File: src/logic/bb_pkg.sv
// Purpose: Shared constants and carrier types for the alternate mode fallback sequencer.
// Assumes: 250 MHz APB clock; all offsets are byte addresses of aligned 32-bit words.
// Notes: Timing figures are kept in their own units and converted to cycles here.
package bb_pkg;
  localparam int CLK_MHZ = 250;
  localparam int TIMER_UNIT_MS = 10;
  localparam int TIMER_UNIT_CYCLES = TIMER_UNIT_MS * CLK_MHZ * 1000;
  localparam int DETACH_US = 100;
  localparam int DETACH_CYCLES = DETACH_US * CLK_MHZ;

  localparam logic [7:0] OFS_CONTROL = 8'h04;
  localparam logic [7:0] OFS_TIMER_A = 8'h08;
  localparam logic [7:0] OFS_TIMER_B = 8'h0c;
  localparam logic [7:0] OFS_IRQ_STATUS = 8'h10;
  localparam logic [7:0] OFS_IRQ_CLEAR = 8'h14;
  localparam logic [7:0] OFS_IRQ_ENABLE = 8'h18;
  localparam logic [7:0] OFS_SEQ_STATE = 8'h1c;

  localparam logic [7:0] CONTROL_RESET = 8'h14;
  localparam logic [7:0] CONTROL_MASK = 8'h3f;
  localparam int CTRL_ENABLE_BIT = 0;
  localparam int CTRL_SEL_LSB = 1;
  localparam int SEL_W = 5;
  localparam int NUM_PINS = 17;
  localparam logic [4:0] SEL_RESERVED = 5'h09;
  localparam logic [4:0] SEL_MAX = 5'h10;
  localparam logic [15:0] TIMER_RESET = 16'h07d0;

  localparam int IRQ_W = 4;
  localparam int IRQ_ENTER_BB = 0;
  localparam int IRQ_EXPIRE_A = 1;
  localparam int IRQ_EXPIRE_B = 2;
  localparam int IRQ_RESTORED = 3;
  localparam logic [1:0] BM_UNSPECIFIED = 2'h0;

  typedef enum logic [2:0] {
    ST_NORMAL, ST_DETACH_BB, ST_BILLBOARD, ST_DETACH_NORM, ST_WAIT_HIGH
  } seq_state_t;

  typedef struct packed {
    logic addr_set;
    logic alt_string_req;
  } func_req_t;

  typedef struct packed {
    logic attach;
    logic billboard;
    logic alt_string_grant;
    logic [1:0] bm_configured;
  } func_rsp_t;
endpackage

File: src/logic/billboard_mode_sequencer.sv
// Purpose: Switches the internal function between normal and fallback class roles.
// Assumes: APB slave on pclk; pin inputs and function requests are synchronous to pclk.
// Notes: Detach time and timer unit are parameters so that simulation can shorten them.
//
// Overview of operation
// - Control bits [5:1] pick the failure pin; codes up to 10000, 01001 reserved.
// - Default selection is general_io_68, code 01010.
// - The failure input is active low.
// - Fallback behaviour only while control bit [0] is one.
// - A low failure input first detaches the internal function from the port.
// - Then it re-attaches presenting fallback class descriptors, class revision 1.1.
// - Timer A starts when the host assigns the function an address.
// - Timer A defaults to 20 seconds.
// - Fallback exposed only on mode entry failure; configured field reports 00.
// - An alternate mode string request is answered and starts timer B.
// - Timer B defaults to 20 seconds.
// - Expiry of either timer detaches the fallback function.
// - After that detach the function re-attaches with normal descriptors.
// - Timers load 16 bits in 10 ms units, default 2000 units.
//
// Chosen here: the APB slave port.
module billboard_mode_sequencer #(
  parameter int UNIT_CYCLES = bb_pkg::TIMER_UNIT_CYCLES,
  parameter int DETACH_HOLD = bb_pkg::DETACH_CYCLES
) (
  // Clock and reset
  input wire logic pclk,
  input wire logic presetn,
  // APB slave
  input wire logic psel,
  input wire logic penable,
  input wire logic pwrite,
  input wire logic [7:0] paddr,
  input wire logic [31:0] pwdata,
  input wire logic [3:0] pstrb,
  output logic pready,
  output logic [31:0] prdata,
  output logic pslverr,
  // Candidate failure pins, indexed by selection code
  input wire logic [bb_pkg::NUM_PINS-1:0] general_io,
  // Internal function
  input wire bb_pkg::func_req_t func_req,
  output bb_pkg::func_rsp_t func_rsp,
  // Interrupt
  output logic irq
);
  import bb_pkg::*;
  localparam int DW = $clog2(DETACH_HOLD + 1);

  initial begin
    if (DETACH_HOLD < 1) $error("DETACH_HOLD must be at least one");
  end

  typedef struct packed {
    seq_state_t st;
    logic [DW-1:0] hold;
    logic [7:0] ctrl;
    logic [15:0] tmr_a;
    logic [15:0] tmr_b;
    logic [IRQ_W-1:0] irq_stat;
    logic [IRQ_W-1:0] irq_en;
    logic [31:0] rdata;
    logic err;
    logic grant;
  } seq_t;

  seq_t q, d;
  logic exp_a, exp_b;
  logic [SEL_W-1:0] sel;
  logic sel_ok, fail_low, wr, setup;

  function automatic logic [15:0] merge16(input logic [15:0] old, input logic [31:0] wd,
                                          input logic [3:0] strb);
    logic [15:0] r;
    r = old;
    if (strb[0]) r[7:0] = wd[7:0];
    if (strb[1]) r[15:8] = wd[15:8];
    return r;
  endfunction

  function automatic logic mapped(input logic [7:0] a);
    return a == OFS_CONTROL || a == OFS_TIMER_A || a == OFS_TIMER_B ||
           a == OFS_IRQ_STATUS || a == OFS_IRQ_CLEAR || a == OFS_IRQ_ENABLE ||
           a == OFS_SEQ_STATE;
  endfunction

  assign sel = q.ctrl[CTRL_SEL_LSB +: SEL_W];
  // A reserved or out-of-range code has no pin behind it.
  assign sel_ok = q.ctrl[CTRL_ENABLE_BIT] && sel != SEL_RESERVED && sel <= SEL_MAX;
  assign fail_low = sel_ok && !general_io[sel];
  assign setup = psel && !penable;
  assign wr = psel && penable && pwrite;

  expiry_timer #(.UNIT_CYCLES(UNIT_CYCLES)) timer_a (
    .pclk(pclk),
    .presetn(presetn),
    .start(func_req.addr_set && q.st == ST_BILLBOARD),
    .run(q.st == ST_BILLBOARD),
    .load(q.tmr_a),
    .expired(exp_a)
  );

  expiry_timer #(.UNIT_CYCLES(UNIT_CYCLES)) timer_b (
    .pclk(pclk),
    .presetn(presetn),
    .start(func_req.alt_string_req && q.st == ST_BILLBOARD),
    .run(q.st == ST_BILLBOARD),
    .load(q.tmr_b),
    .expired(exp_b)
  );

  always_comb begin
    logic [IRQ_W-1:0] ev;
    ev = '0;
    d = q;
    d.grant = 1'b0;

    unique case (q.st)
      ST_NORMAL: begin
        if (fail_low) begin
          d.st = ST_DETACH_BB;
          d.hold = DW'(DETACH_HOLD - 1);
        end
      end
      ST_DETACH_BB: begin
        if (!sel_ok) begin
          d.st = ST_NORMAL;
        end else if (q.hold != '0) begin
          d.hold = q.hold - 1'b1;
        end else begin
          d.st = ST_BILLBOARD;
          ev[IRQ_ENTER_BB] = 1'b1;
        end
      end
      ST_BILLBOARD: begin
        d.grant = func_req.alt_string_req;
        ev[IRQ_EXPIRE_A] = exp_a;
        ev[IRQ_EXPIRE_B] = exp_b;
        // Disabling the feature mid-way is treated like an expiry so the port never
        // keeps the fallback role without an owner.
        if (exp_a || exp_b || !sel_ok) begin
          d.st = ST_DETACH_NORM;
          d.hold = DW'(DETACH_HOLD - 1);
        end
      end
      ST_DETACH_NORM: begin
        if (q.hold != '0) begin
          d.hold = q.hold - 1'b1;
        end else begin
          d.st = ST_WAIT_HIGH;
          ev[IRQ_RESTORED] = 1'b1;
        end
      end
      ST_WAIT_HIGH: begin
        if (!fail_low) begin
          d.st = ST_NORMAL;
        end
      end
      default: begin
        d.st = ST_NORMAL;
      end
    endcase

    if (setup) begin
      d.err = !mapped(paddr);
      unique case (paddr)
        OFS_CONTROL: d.rdata = {24'h0, q.ctrl};
        OFS_TIMER_A: d.rdata = {16'h0, q.tmr_a};
        OFS_TIMER_B: d.rdata = {16'h0, q.tmr_b};
        OFS_IRQ_STATUS: d.rdata = {{(32 - IRQ_W){1'b0}}, q.irq_stat};
        OFS_IRQ_ENABLE: d.rdata = {{(32 - IRQ_W){1'b0}}, q.irq_en};
        OFS_SEQ_STATE: d.rdata = {29'h0, q.st};
        default: d.rdata = 32'h0;
      endcase
    end

    if (wr && pstrb[0]) begin
      if (paddr == OFS_CONTROL) d.ctrl = pwdata[7:0] & CONTROL_MASK;
      if (paddr == OFS_IRQ_ENABLE) d.irq_en = pwdata[IRQ_W-1:0];
      if (paddr == OFS_IRQ_CLEAR) d.irq_stat = q.irq_stat & ~pwdata[IRQ_W-1:0];
    end
    if (wr && paddr == OFS_TIMER_A) d.tmr_a = merge16(q.tmr_a, pwdata, pstrb);
    if (wr && paddr == OFS_TIMER_B) d.tmr_b = merge16(q.tmr_b, pwdata, pstrb);
    // A new event wins over a clear written in the same cycle.
    d.irq_stat = d.irq_stat | ev;
  end

  always_ff @(posedge pclk or negedge presetn) begin
    if (!presetn) begin
      q <= '0;
      q.st <= ST_NORMAL;
      q.ctrl <= CONTROL_RESET;
      q.tmr_a <= TIMER_RESET;
      q.tmr_b <= TIMER_RESET;
    end else begin
      q <= d;
    end
  end

  assign pready = penable;
  assign prdata = q.rdata;
  assign pslverr = q.err && psel && penable;
  assign irq = |(q.irq_stat & q.irq_en);

  always_comb begin
    func_rsp.attach = q.st != ST_DETACH_BB && q.st != ST_DETACH_NORM;
    func_rsp.billboard = q.st == ST_BILLBOARD;
    func_rsp.alt_string_grant = q.grant;
    func_rsp.bm_configured = BM_UNSPECIFIED;
  end
endmodule

File: src/logic/expiry_timer.sv
// Purpose: One expiry timer counting in fixed units from a 16-bit load value.
// Assumes: start is a one-cycle pulse; run low cancels the count.
// Notes: The unit prescaler restarts with each start so the first unit is a full one.
module expiry_timer #(
  parameter int UNIT_CYCLES = bb_pkg::TIMER_UNIT_CYCLES
) (
  // Clock and reset
  input wire logic pclk,
  input wire logic presetn,
  // Control
  input wire logic start,
  input wire logic run,
  input wire logic [15:0] load,
  // Result
  output logic expired
);
  import bb_pkg::*;
  localparam int PW = $clog2(UNIT_CYCLES + 1);

  initial begin
    if (UNIT_CYCLES < 1) $error("UNIT_CYCLES must be at least one");
  end

  typedef struct packed {
    logic armed;
    logic [PW-1:0] pre;
    logic [15:0] units;
    logic fire;
  } tmr_t;

  tmr_t q, d;

  always_comb begin
    d = q;
    d.fire = 1'b0;
    if (!run) begin
      d.armed = 1'b0;
    end else if (start) begin
      d.armed = 1'b1;
      d.pre = PW'(UNIT_CYCLES - 1);
      d.units = load;
    end else if (q.armed) begin
      if (q.pre != '0) begin
        d.pre = q.pre - 1'b1;
      end else begin
        d.pre = PW'(UNIT_CYCLES - 1);
        // A load of zero expires after the first unit rather than never.
        if (q.units <= 16'h0001) begin
          d.armed = 1'b0;
          d.fire = 1'b1;
        end else begin
          d.units = q.units - 16'h0001;
        end
      end
    end
  end

  always_ff @(posedge pclk or negedge presetn) begin
    if (!presetn) begin
      q <= '0;
    end else begin
      q <= d;
    end
  end

  assign expired = q.fire;
endmodule

File: config.mk
export PLATFORM = sky130hd
export DESIGN_NAME = billboard_mode_sequencer
export DESIGN_NICKNAME = d
export VERILOG_FILES = /design/src/logic/bb_pkg.sv /design/src/logic/billboard_mode_sequencer.sv /design/src/logic/expiry_timer.sv
export SDC_FILE = /design/constraint.sdc
export NUM_CORES = 1
export LEC_CHECK = 0
export BUFFER_PORTS_ARGS = -buffer_cell sky130_fd_sc_hd__buf_4
export CAP_MARGIN = 20
export CORE_ASPECT_RATIO = 0.7
export CORE_MARGIN = 3
export CORE_UTILIZATION = 60
export DETAILED_ROUTE_END_ITERATION = 7
export HOLD_SLACK_MARGIN = 0.02
export PLACE_DENSITY = 0.81
export SLEW_MARGIN = 5
export SYNTH_ARGS = -nofsm -noshare
export SYNTH_HDL_FRONTEND = slang
export SYNTH_SLANG_ARGS = --single-unit
File: constraint.sdc
create_clock -name pclk -period 7 [get_ports pclk]
set_input_delay 1.75 -clock pclk [delete_from_list [all_inputs] [get_ports pclk]]
set_output_delay 1.75 -clock pclk [all_outputs]
set_load 0.005 [all_outputs]
==> key figures, run 1 <==
Setup path
  – Crit start category: flip-flop
  – Worst r2r src: q[98]
  – Crit. End Element: primary output
  – R2R depth: 8
  – Reg2reg end: timer_b.q[27]
  – Crit path max fanout: 10
  – R2R setup slack: between 3 and 4 ns
  – Crit Path Class: reg -> out
  – Critical Path AT: approximately 2.3 ns
  – Worst path required time: roughly 5.3 ns

Global routing
  – Number of global-route vias before repair: 6663
  – Pin count of the biggest net entering global routing: 105
  – GR Util All Layers: 0.277
  – GRT overflow: 0
  – First-pass GRT wire length: around 35000 um
  – Antenna violations before repair: 0

Route
  – Via Count: roughly 7400
  – Wire per inst: 18.6 um
  – Iter 0 DRT Violations: ~910
  – DRC: 0
  – Vias/cell: ~6.3
  – Final wirelength: around 22000 um
  – Drt first pass iters: 6
  – Antenna Nets Post-Route: 0

Worst hold path
  – Hold Crit Depth: 1
  – Hold Path Origin: prdata[0]
  – Hold Path End: prdata[0]
  – Hold Path Class: reg -> reg

Logic synthesis
  – Area contributors post-synth: dfrtp_1 43%, mux2_2 5.7%, nor2_1 4.7%
  – Synthesized cell area: between 8000 and 9000 sq um
  – Synthesized area per cell: approximately 9.4 sq um
  – Post-synth EDFFs: 0
  – Top cell type by total area after synthesis: dfrtp_1
  – Yosys reg bits: approximately 160
  – Synth cell types: 70
  – Most common library cells after synthesis: 148 x dfrtp_1, 109 x nor2_1, 63 x o21ai_0
  – Count leader, synth: dfrtp_1
  – Post-Syn Instances: around 920
  – Async SR Flop Fraction: 1.00
  – YS warnings: 0
  – Share of the synthesized area in the top cell type: 0.426
  – Sequential area share after synthesis: 0.468
  – Post-synth top flop: dfrtp_1

Floorplan
  – Die width: between 100 and 150 um
  – Initial core utilization: 0.619
  – Top Ports: 108
  – CORE AREA: ~14000 sq um
  – FP Rows: 36
  – Overall die area: around 16000 sq um
  – Die Height: around 110 um

Placed design
  – Gpl congestion: 0.845
  – Hpwl dp: ~15000 um
  – PortBufs: about 70
  – Dpl cells: between 1000 and 1500
  – Worst slack, placed: 2.92 ns

Timing
  – Min Tclk post-route: around 4.1 ns
  – Final setup vio count: 0
  – Worst-Margin Slew: around 0.98 ns
  – Tcrit/Tclk final: 0.581
  – Max Freq: about 250 MHz
  – Max-slew violations: 0
  – RSZ-0062 raised after global routing: false
  – Rel. slew slack: 0.347
  – Setup WS post-layout: slightly below 3 ns
  – Endpoints failing hold: 0
  – Final Skew: between 0.015 and 0.02 ns
  – Setup TNS: 0 ns

Clock tree
  – Clk root buf: clkbuf_16
  – Clk sinks: roughly 160
  – Clock H-tree levels: 4
  – Worst-path clk slew: about 0.070 ns
  – # resized after CTS: 0
  – Num CTS Buffers: 17
  – Clock Path Buffers: 2
  – Hold_buf cts: 0
  – Worst-Skew Late Latency: around 0.44 ns
  – CTS tree: done
  – # Post-CTS Setup Buffers: 0

Cells and area
  – Ratio of cells with drive above 1 in the final layout: 0.197
  – N_diodes: 0
  – Fillers: about 1000
  – Total Nets Final: 1045
  – Synth-to-Final Area Change: 12.8%
  – Finished Layout Cells: approximately 1200

Flow run
  – MaxCap Viol Count: 0

Power and ir drop
  – Leakage: ~0.0044 uW
  – Pwr/cell area: 205 nW/um^2
  – Max VDD drop: about 0.15 mV

Status
  – Status: finished clean
==> worst max-delay path by stage <==
stage	start	end	slack [ns]	depth (start not counted)
after floorplan	psel	pslverr	3.35	1
after global placement	paddr[1]	prdata[3]	2.92	7
after detailed placement	paddr[1]	prdata[3]	2.92	7
after CTS	q[97]	func_rsp[4]	2.94	4
after global routing	q[97]	func_rsp[4]	2.81	4
final	q[97]	func_rsp[4]	2.93	4
==> power by group <==
| group | internal (uW) | leakage [uW] | switching (uW) |
|---|---|---|---|
| clock network | 523 | 0.000291 | 421 |
| logic | 39.9 | 0.00199 | 60.2 |
| registers | 952 | 0.00213 | 17.8 |
==> area by class of cell <==
type	count	area (sq um)	area share
multi-input cells	683	4210	0.429
inverters	22	82.6	0.00842
clock inverters	13	144	0.0147
clock buffers	19	453	0.0462
well taps	190	238	0.0242
flip-flops and latches	162	4070	0.415
repair buffers	81	614	0.0626
==> cell usage in the layout (no fill, tap or decap), drive strengths merged, types with 12 or more instances in the layout <==
| cell | instances |
|---|---|
| dfrtp | 148 |
| nor2 | 112 |
| o21ai | 102 |
| buf | 80 |
| nand2 | 57 |
| a21oi | 49 |
| nor3 | 45 |
| mux2 | 44 |
| a22oi | 30 |
| inv | 28 |
| nand3 | 21 |
| nor4 | 20 |
| clkbuf | 20 |
| a31oi | 18 |
| conb | 18 |
| or3 | 17 |
| xnor2 | 16 |
| dfstp | 14 |
| nand2b | 12 |
==> worst max-delay path: stages (launching register included) <==
cell and delay (ns):
dfrtp_1 0.46, inv_1 0.12, nor2_1 0.58, clkinv_1 0.47, buf_4 0.26
==> flip-flops by register name (all words and copies together) (netlist names) <==
register,cells
timer_a.q,39
prdata,16
timer_b.expired,1
timer_b.q,39
func_rsp,1
timer_a.expired,1
q,65
==> per-stage QoR <==
stage                     cell area, sq um  utilization  total power, uW  hold WS, ns
after CTS                             9770        0.695             2010        0.483
after floorplan                       8760            -             1030        0.443
after global routing                  9810        0.698             2080        0.515
after global placement                9170        0.653             1080        0.463
after detailed placement              9170        0.653             1080        0.468
final                                 9810        0.698             2010        0.483
==> kinds of logic (layout without fill, tap and decap cells) <==
logic type,count (synthesis),count (layout),share of synthesized area
fa+ha+maj,10,10,0.0144
compound gates,242,242,0.168
buf+inv,95,135,0.0580
mux,50,50,0.0696
flops,162,162,0.468
other cells,1,18,0.000431
simple gates,337,337,0.195
xor+xnor,26,26,0.0262
==> routing by layer <==
metal,part of all wire,wire [um],track usage,vias up
met2,0.43,9330,0.388,370
met1,0.47,10200,0.435,3562
met5,0,0,0,-
li1,-,-,-,3409
met3,0.088,1920,0.0600,42
met4,0.019,413,0.0783,0
No activity file was read; power rests on OpenSTA's default activity.
==> run 2, diff against run 1 <==
CORE_UTILIZATION = 53   (was 60)
PLACE_DENSITY = 0.76   (was 0.81)
clock period = 3.47 ns   (was 7 ns; I/O delays follow)
==> key figures, run 2 (synthesis results as in run 1) <==
Cells and area
  – Final Cell Area: 10000 sq um (was 9810 sq um)
  – Commonest non-fill, non-tap cell in the layout: dfrtp_1 (unchanged)
  – Leading cell types in the layout, fill and taps excluded: 148 x dfrtp_1, 109 x nor2_1, 96 x buf_4 (was 148 x dfrtp_1, 109 x nor2_1, 77 x buf_4)
  – Max FFs per register: 65 (unchanged)
  – Total Nets Final: 1063 (was 1045)
  – Synth-to-Final Area Change: 15.0% (was 12.8%)
  – N_diodes: 0 (unchanged)
  – Largest registers: q (65), timer_a.q (39), timer_b.q (39) (unchanged)
  – Register bank with the most flops: q (unchanged)
  – Util after Layout: 0.634 (was 0.698)
  – Ratio of cells with drive above 1 in the final layout: 0.211 (was 0.197)

Route
  – Iter 0 DRT Violations: 696 (was 912)
  – Via Count: 7310 (was 7383)
  – Vias/cell: 6.00 (was 6.31)
  – Wire per inst: 18.2 um (was 18.6 um)
  – Final wirelength: 22200 um (was 21800 um)
  – Drt first pass iters: 5 (was 6)
  – DRC: 0 (unchanged)
  – Antenna Nets Post-Route: 0 (unchanged)

Timing
  – Worst-Margin Slew: 0.867 ns (was 0.979 ns)
  – Min Tclk post-route: 2.88 ns
  – Setup TNS: 0 ns (unchanged)
  – Tcrit/Tclk final: 0.829
  – Rel. slew slack: 0.416 (was 0.347)
  – RSZ-0062 raised after global routing: false (unchanged)
  – Endpoints failing hold: 0 (unchanged)
  – Max-slew violations: 0 (unchanged)
  – Final Skew: 0.0134 ns (was 0.0182 ns)
  – Final setup vio count: 0 (unchanged)
  – Setup WS post-layout: 0.592 ns (was 2.93 ns)
  – Max Freq: about 350 MHz

Power and ir drop
  – P_int: 3090 uW (was 1510 uW)
  – Sw Ratio: 0.245 (was 0.248)
  – Pwr/cell area: 409 nW/um^2 (was 205 nW/um^2)
  – Comb pwr share: 0.051 (was 0.050)
  – Flop pwr share: 0.478 (was 0.482)
  – Net Sw Power: 1000 uW (was 498 uW)
  – Clock power frac: 0.471 (was 0.469)
  – Leakage: 0.00450 uW (was 0.00441 uW)
  – Max VDD drop: 0.269 mV (was 0.148 mV)

Placed design
  – Gpl congestion: 0.896 (was 0.845)
  – Hpwl dp: 15700 um (was 14700 um)
  – PortBufs: 71 (unchanged)
  – Dpl cell area: 9390 sq um (was 9170 sq um)
  – Worst slack, placed: 0.522 ns (was 2.92 ns)

Clock tree
  – Worst-path clk slew: 0.06 ns (was 0.07 ns)
  – Worst-Skew Late Latency: 0.44 ns (about the same)
  – Num CTS Buffers: 17 (unchanged)
  – Clk sinks: 162 (unchanged)
  – Clk root buf: clkbuf_16 (unchanged)
  – # Post-CTS Setup Buffers: 0 (unchanged)
  – Clock Path Buffers: 2 (unchanged)
  – Clock H-tree levels: 4 (unchanged)
  – CTS tree: done (unchanged)
  – # resized after CTS: 0 (unchanged)
  – Hold_buf cts: 0 (unchanged)

Setup path
  – Worst path required time: 2.60 ns (was 5.25 ns)
  – R2R depth: 7 (was 8)
  – Crit. End Element: primary output (unchanged)
  – Crit start category: flip-flop (unchanged)
  – Crit path max fanout: 9 (was 10)
  – Reg2reg end: timer_a.q[2] (was timer_b.q[27])
  – R2R setup slack: 0.62 ns (was 3.47 ns)
  – Worst r2r src: timer_a.q[26] (was q[98])
  – Critical Path AT: 2.01 ns (was 2.32 ns)
  – Crit Path Class: reg -> out (unchanged)

Global routing
  – GR Util All Layers: 0.250 (was 0.277)
  – GRT overflow: 0 (unchanged)
  – Number of global-route vias before repair: 6850 (was 6663)
  – Pin count of the biggest net entering global routing: 84 (was 105)
  – First-pass GRT wire length: 36200 um (was 35200 um)
  – Antenna violations before repair: 0 (unchanged)

Floorplan
  – Initial core utilization: 0.551 (was 0.619)
  – Die Height: 113 um (was 107 um)
  – CORE AREA: 15800 sq um (was 14100 sq um)
  – FP Rows: 38 (was 36)
  – Top Ports: 108 (unchanged)
  – Die width: 159 um (was 150 um)
  – Overall die area: 18000 sq um (was 16000 sq um)

Flow run
  – MaxCap Viol Count: 0 (unchanged)

Worst hold path
  – Hold Path Class: in -> async (was reg -> reg)

Status
  – Status: finished clean (unchanged)
==> run 2: cell types whose count changed in the layout (fill, tap and decap cells not counted), sizes merged <==
cell	before	now
buf	80	99
bufinv	1	2
clkbuf	20	17
clkinvlp	1	2
inv	28	26
clkinv	5	7
==> run 2: per-layer routing <==
metal	track usage	wire [um]	vias to the layer above
met4	0.0793	320	0
met3	0.0487	1540	24
met1	0.382	10800	3561
li1	-	-	3432
met5	0	0	-
met2	0.360	9560	293
==> run 2: power groups by stage <==
stage	Sequential [uW]	Combinational [uW]	Clock [uW]
final	1960	208	1930
after global placement	1990	202	0
after detailed placement	1990	208	0
after global routing	1960	234	2030
after CTS	1950	209	1950
after floorplan	1980	103	0
==> run 2: how the worst max path moves through the flow <==
stage	cells after the start	end	startpoint	slack, ns
3_5_place_dp	9	q[95]	general_io[13]	0.52
3_3_place_gp	8	q[93]	general_io[13]	0.58
2_1_floorplan	7	q[93]	general_io[13]	0.89
5_1_grt	9	timer_b.q[27]	q[98]	0.39
6_report	4	func_rsp[3]	q[98]	0.59
4_1_cts	6	timer_b.q[1]	timer_b.q[26]	0.59
==> run 2: cell type report <==
class / count / area, sq um
clock inverter: 15 / 178
sequential: 162 / 4070
clock buffer: 17 / 425
timing repair buffer: 99 / 767
inverter: 22 / 82.6
fill: 1331 / 5780
multi-input combinational: 683 / 4210
tap: 220 / 275
==> run 2: through the flow <==
step | hold WS [ns] | cells | total power, uW
after floorplan | 0.443 | 940 | 2080
after detailed placement | 0.468 | 1185 | 2200
after global routing | 0.497 | 1218 | 4220
final | 0.473 | 1218 | 4090
after global placement | 0.466 | 1185 | 2190
after CTS | 0.483 | 1217 | 4120
==> run 2: critical path: stages, from the launching register on <==
cell and delay, ns:
dfrtp_1 0.53, or3b_1 0.60, inv_2 0.12, buf_4 0.18, buf_4 0.14
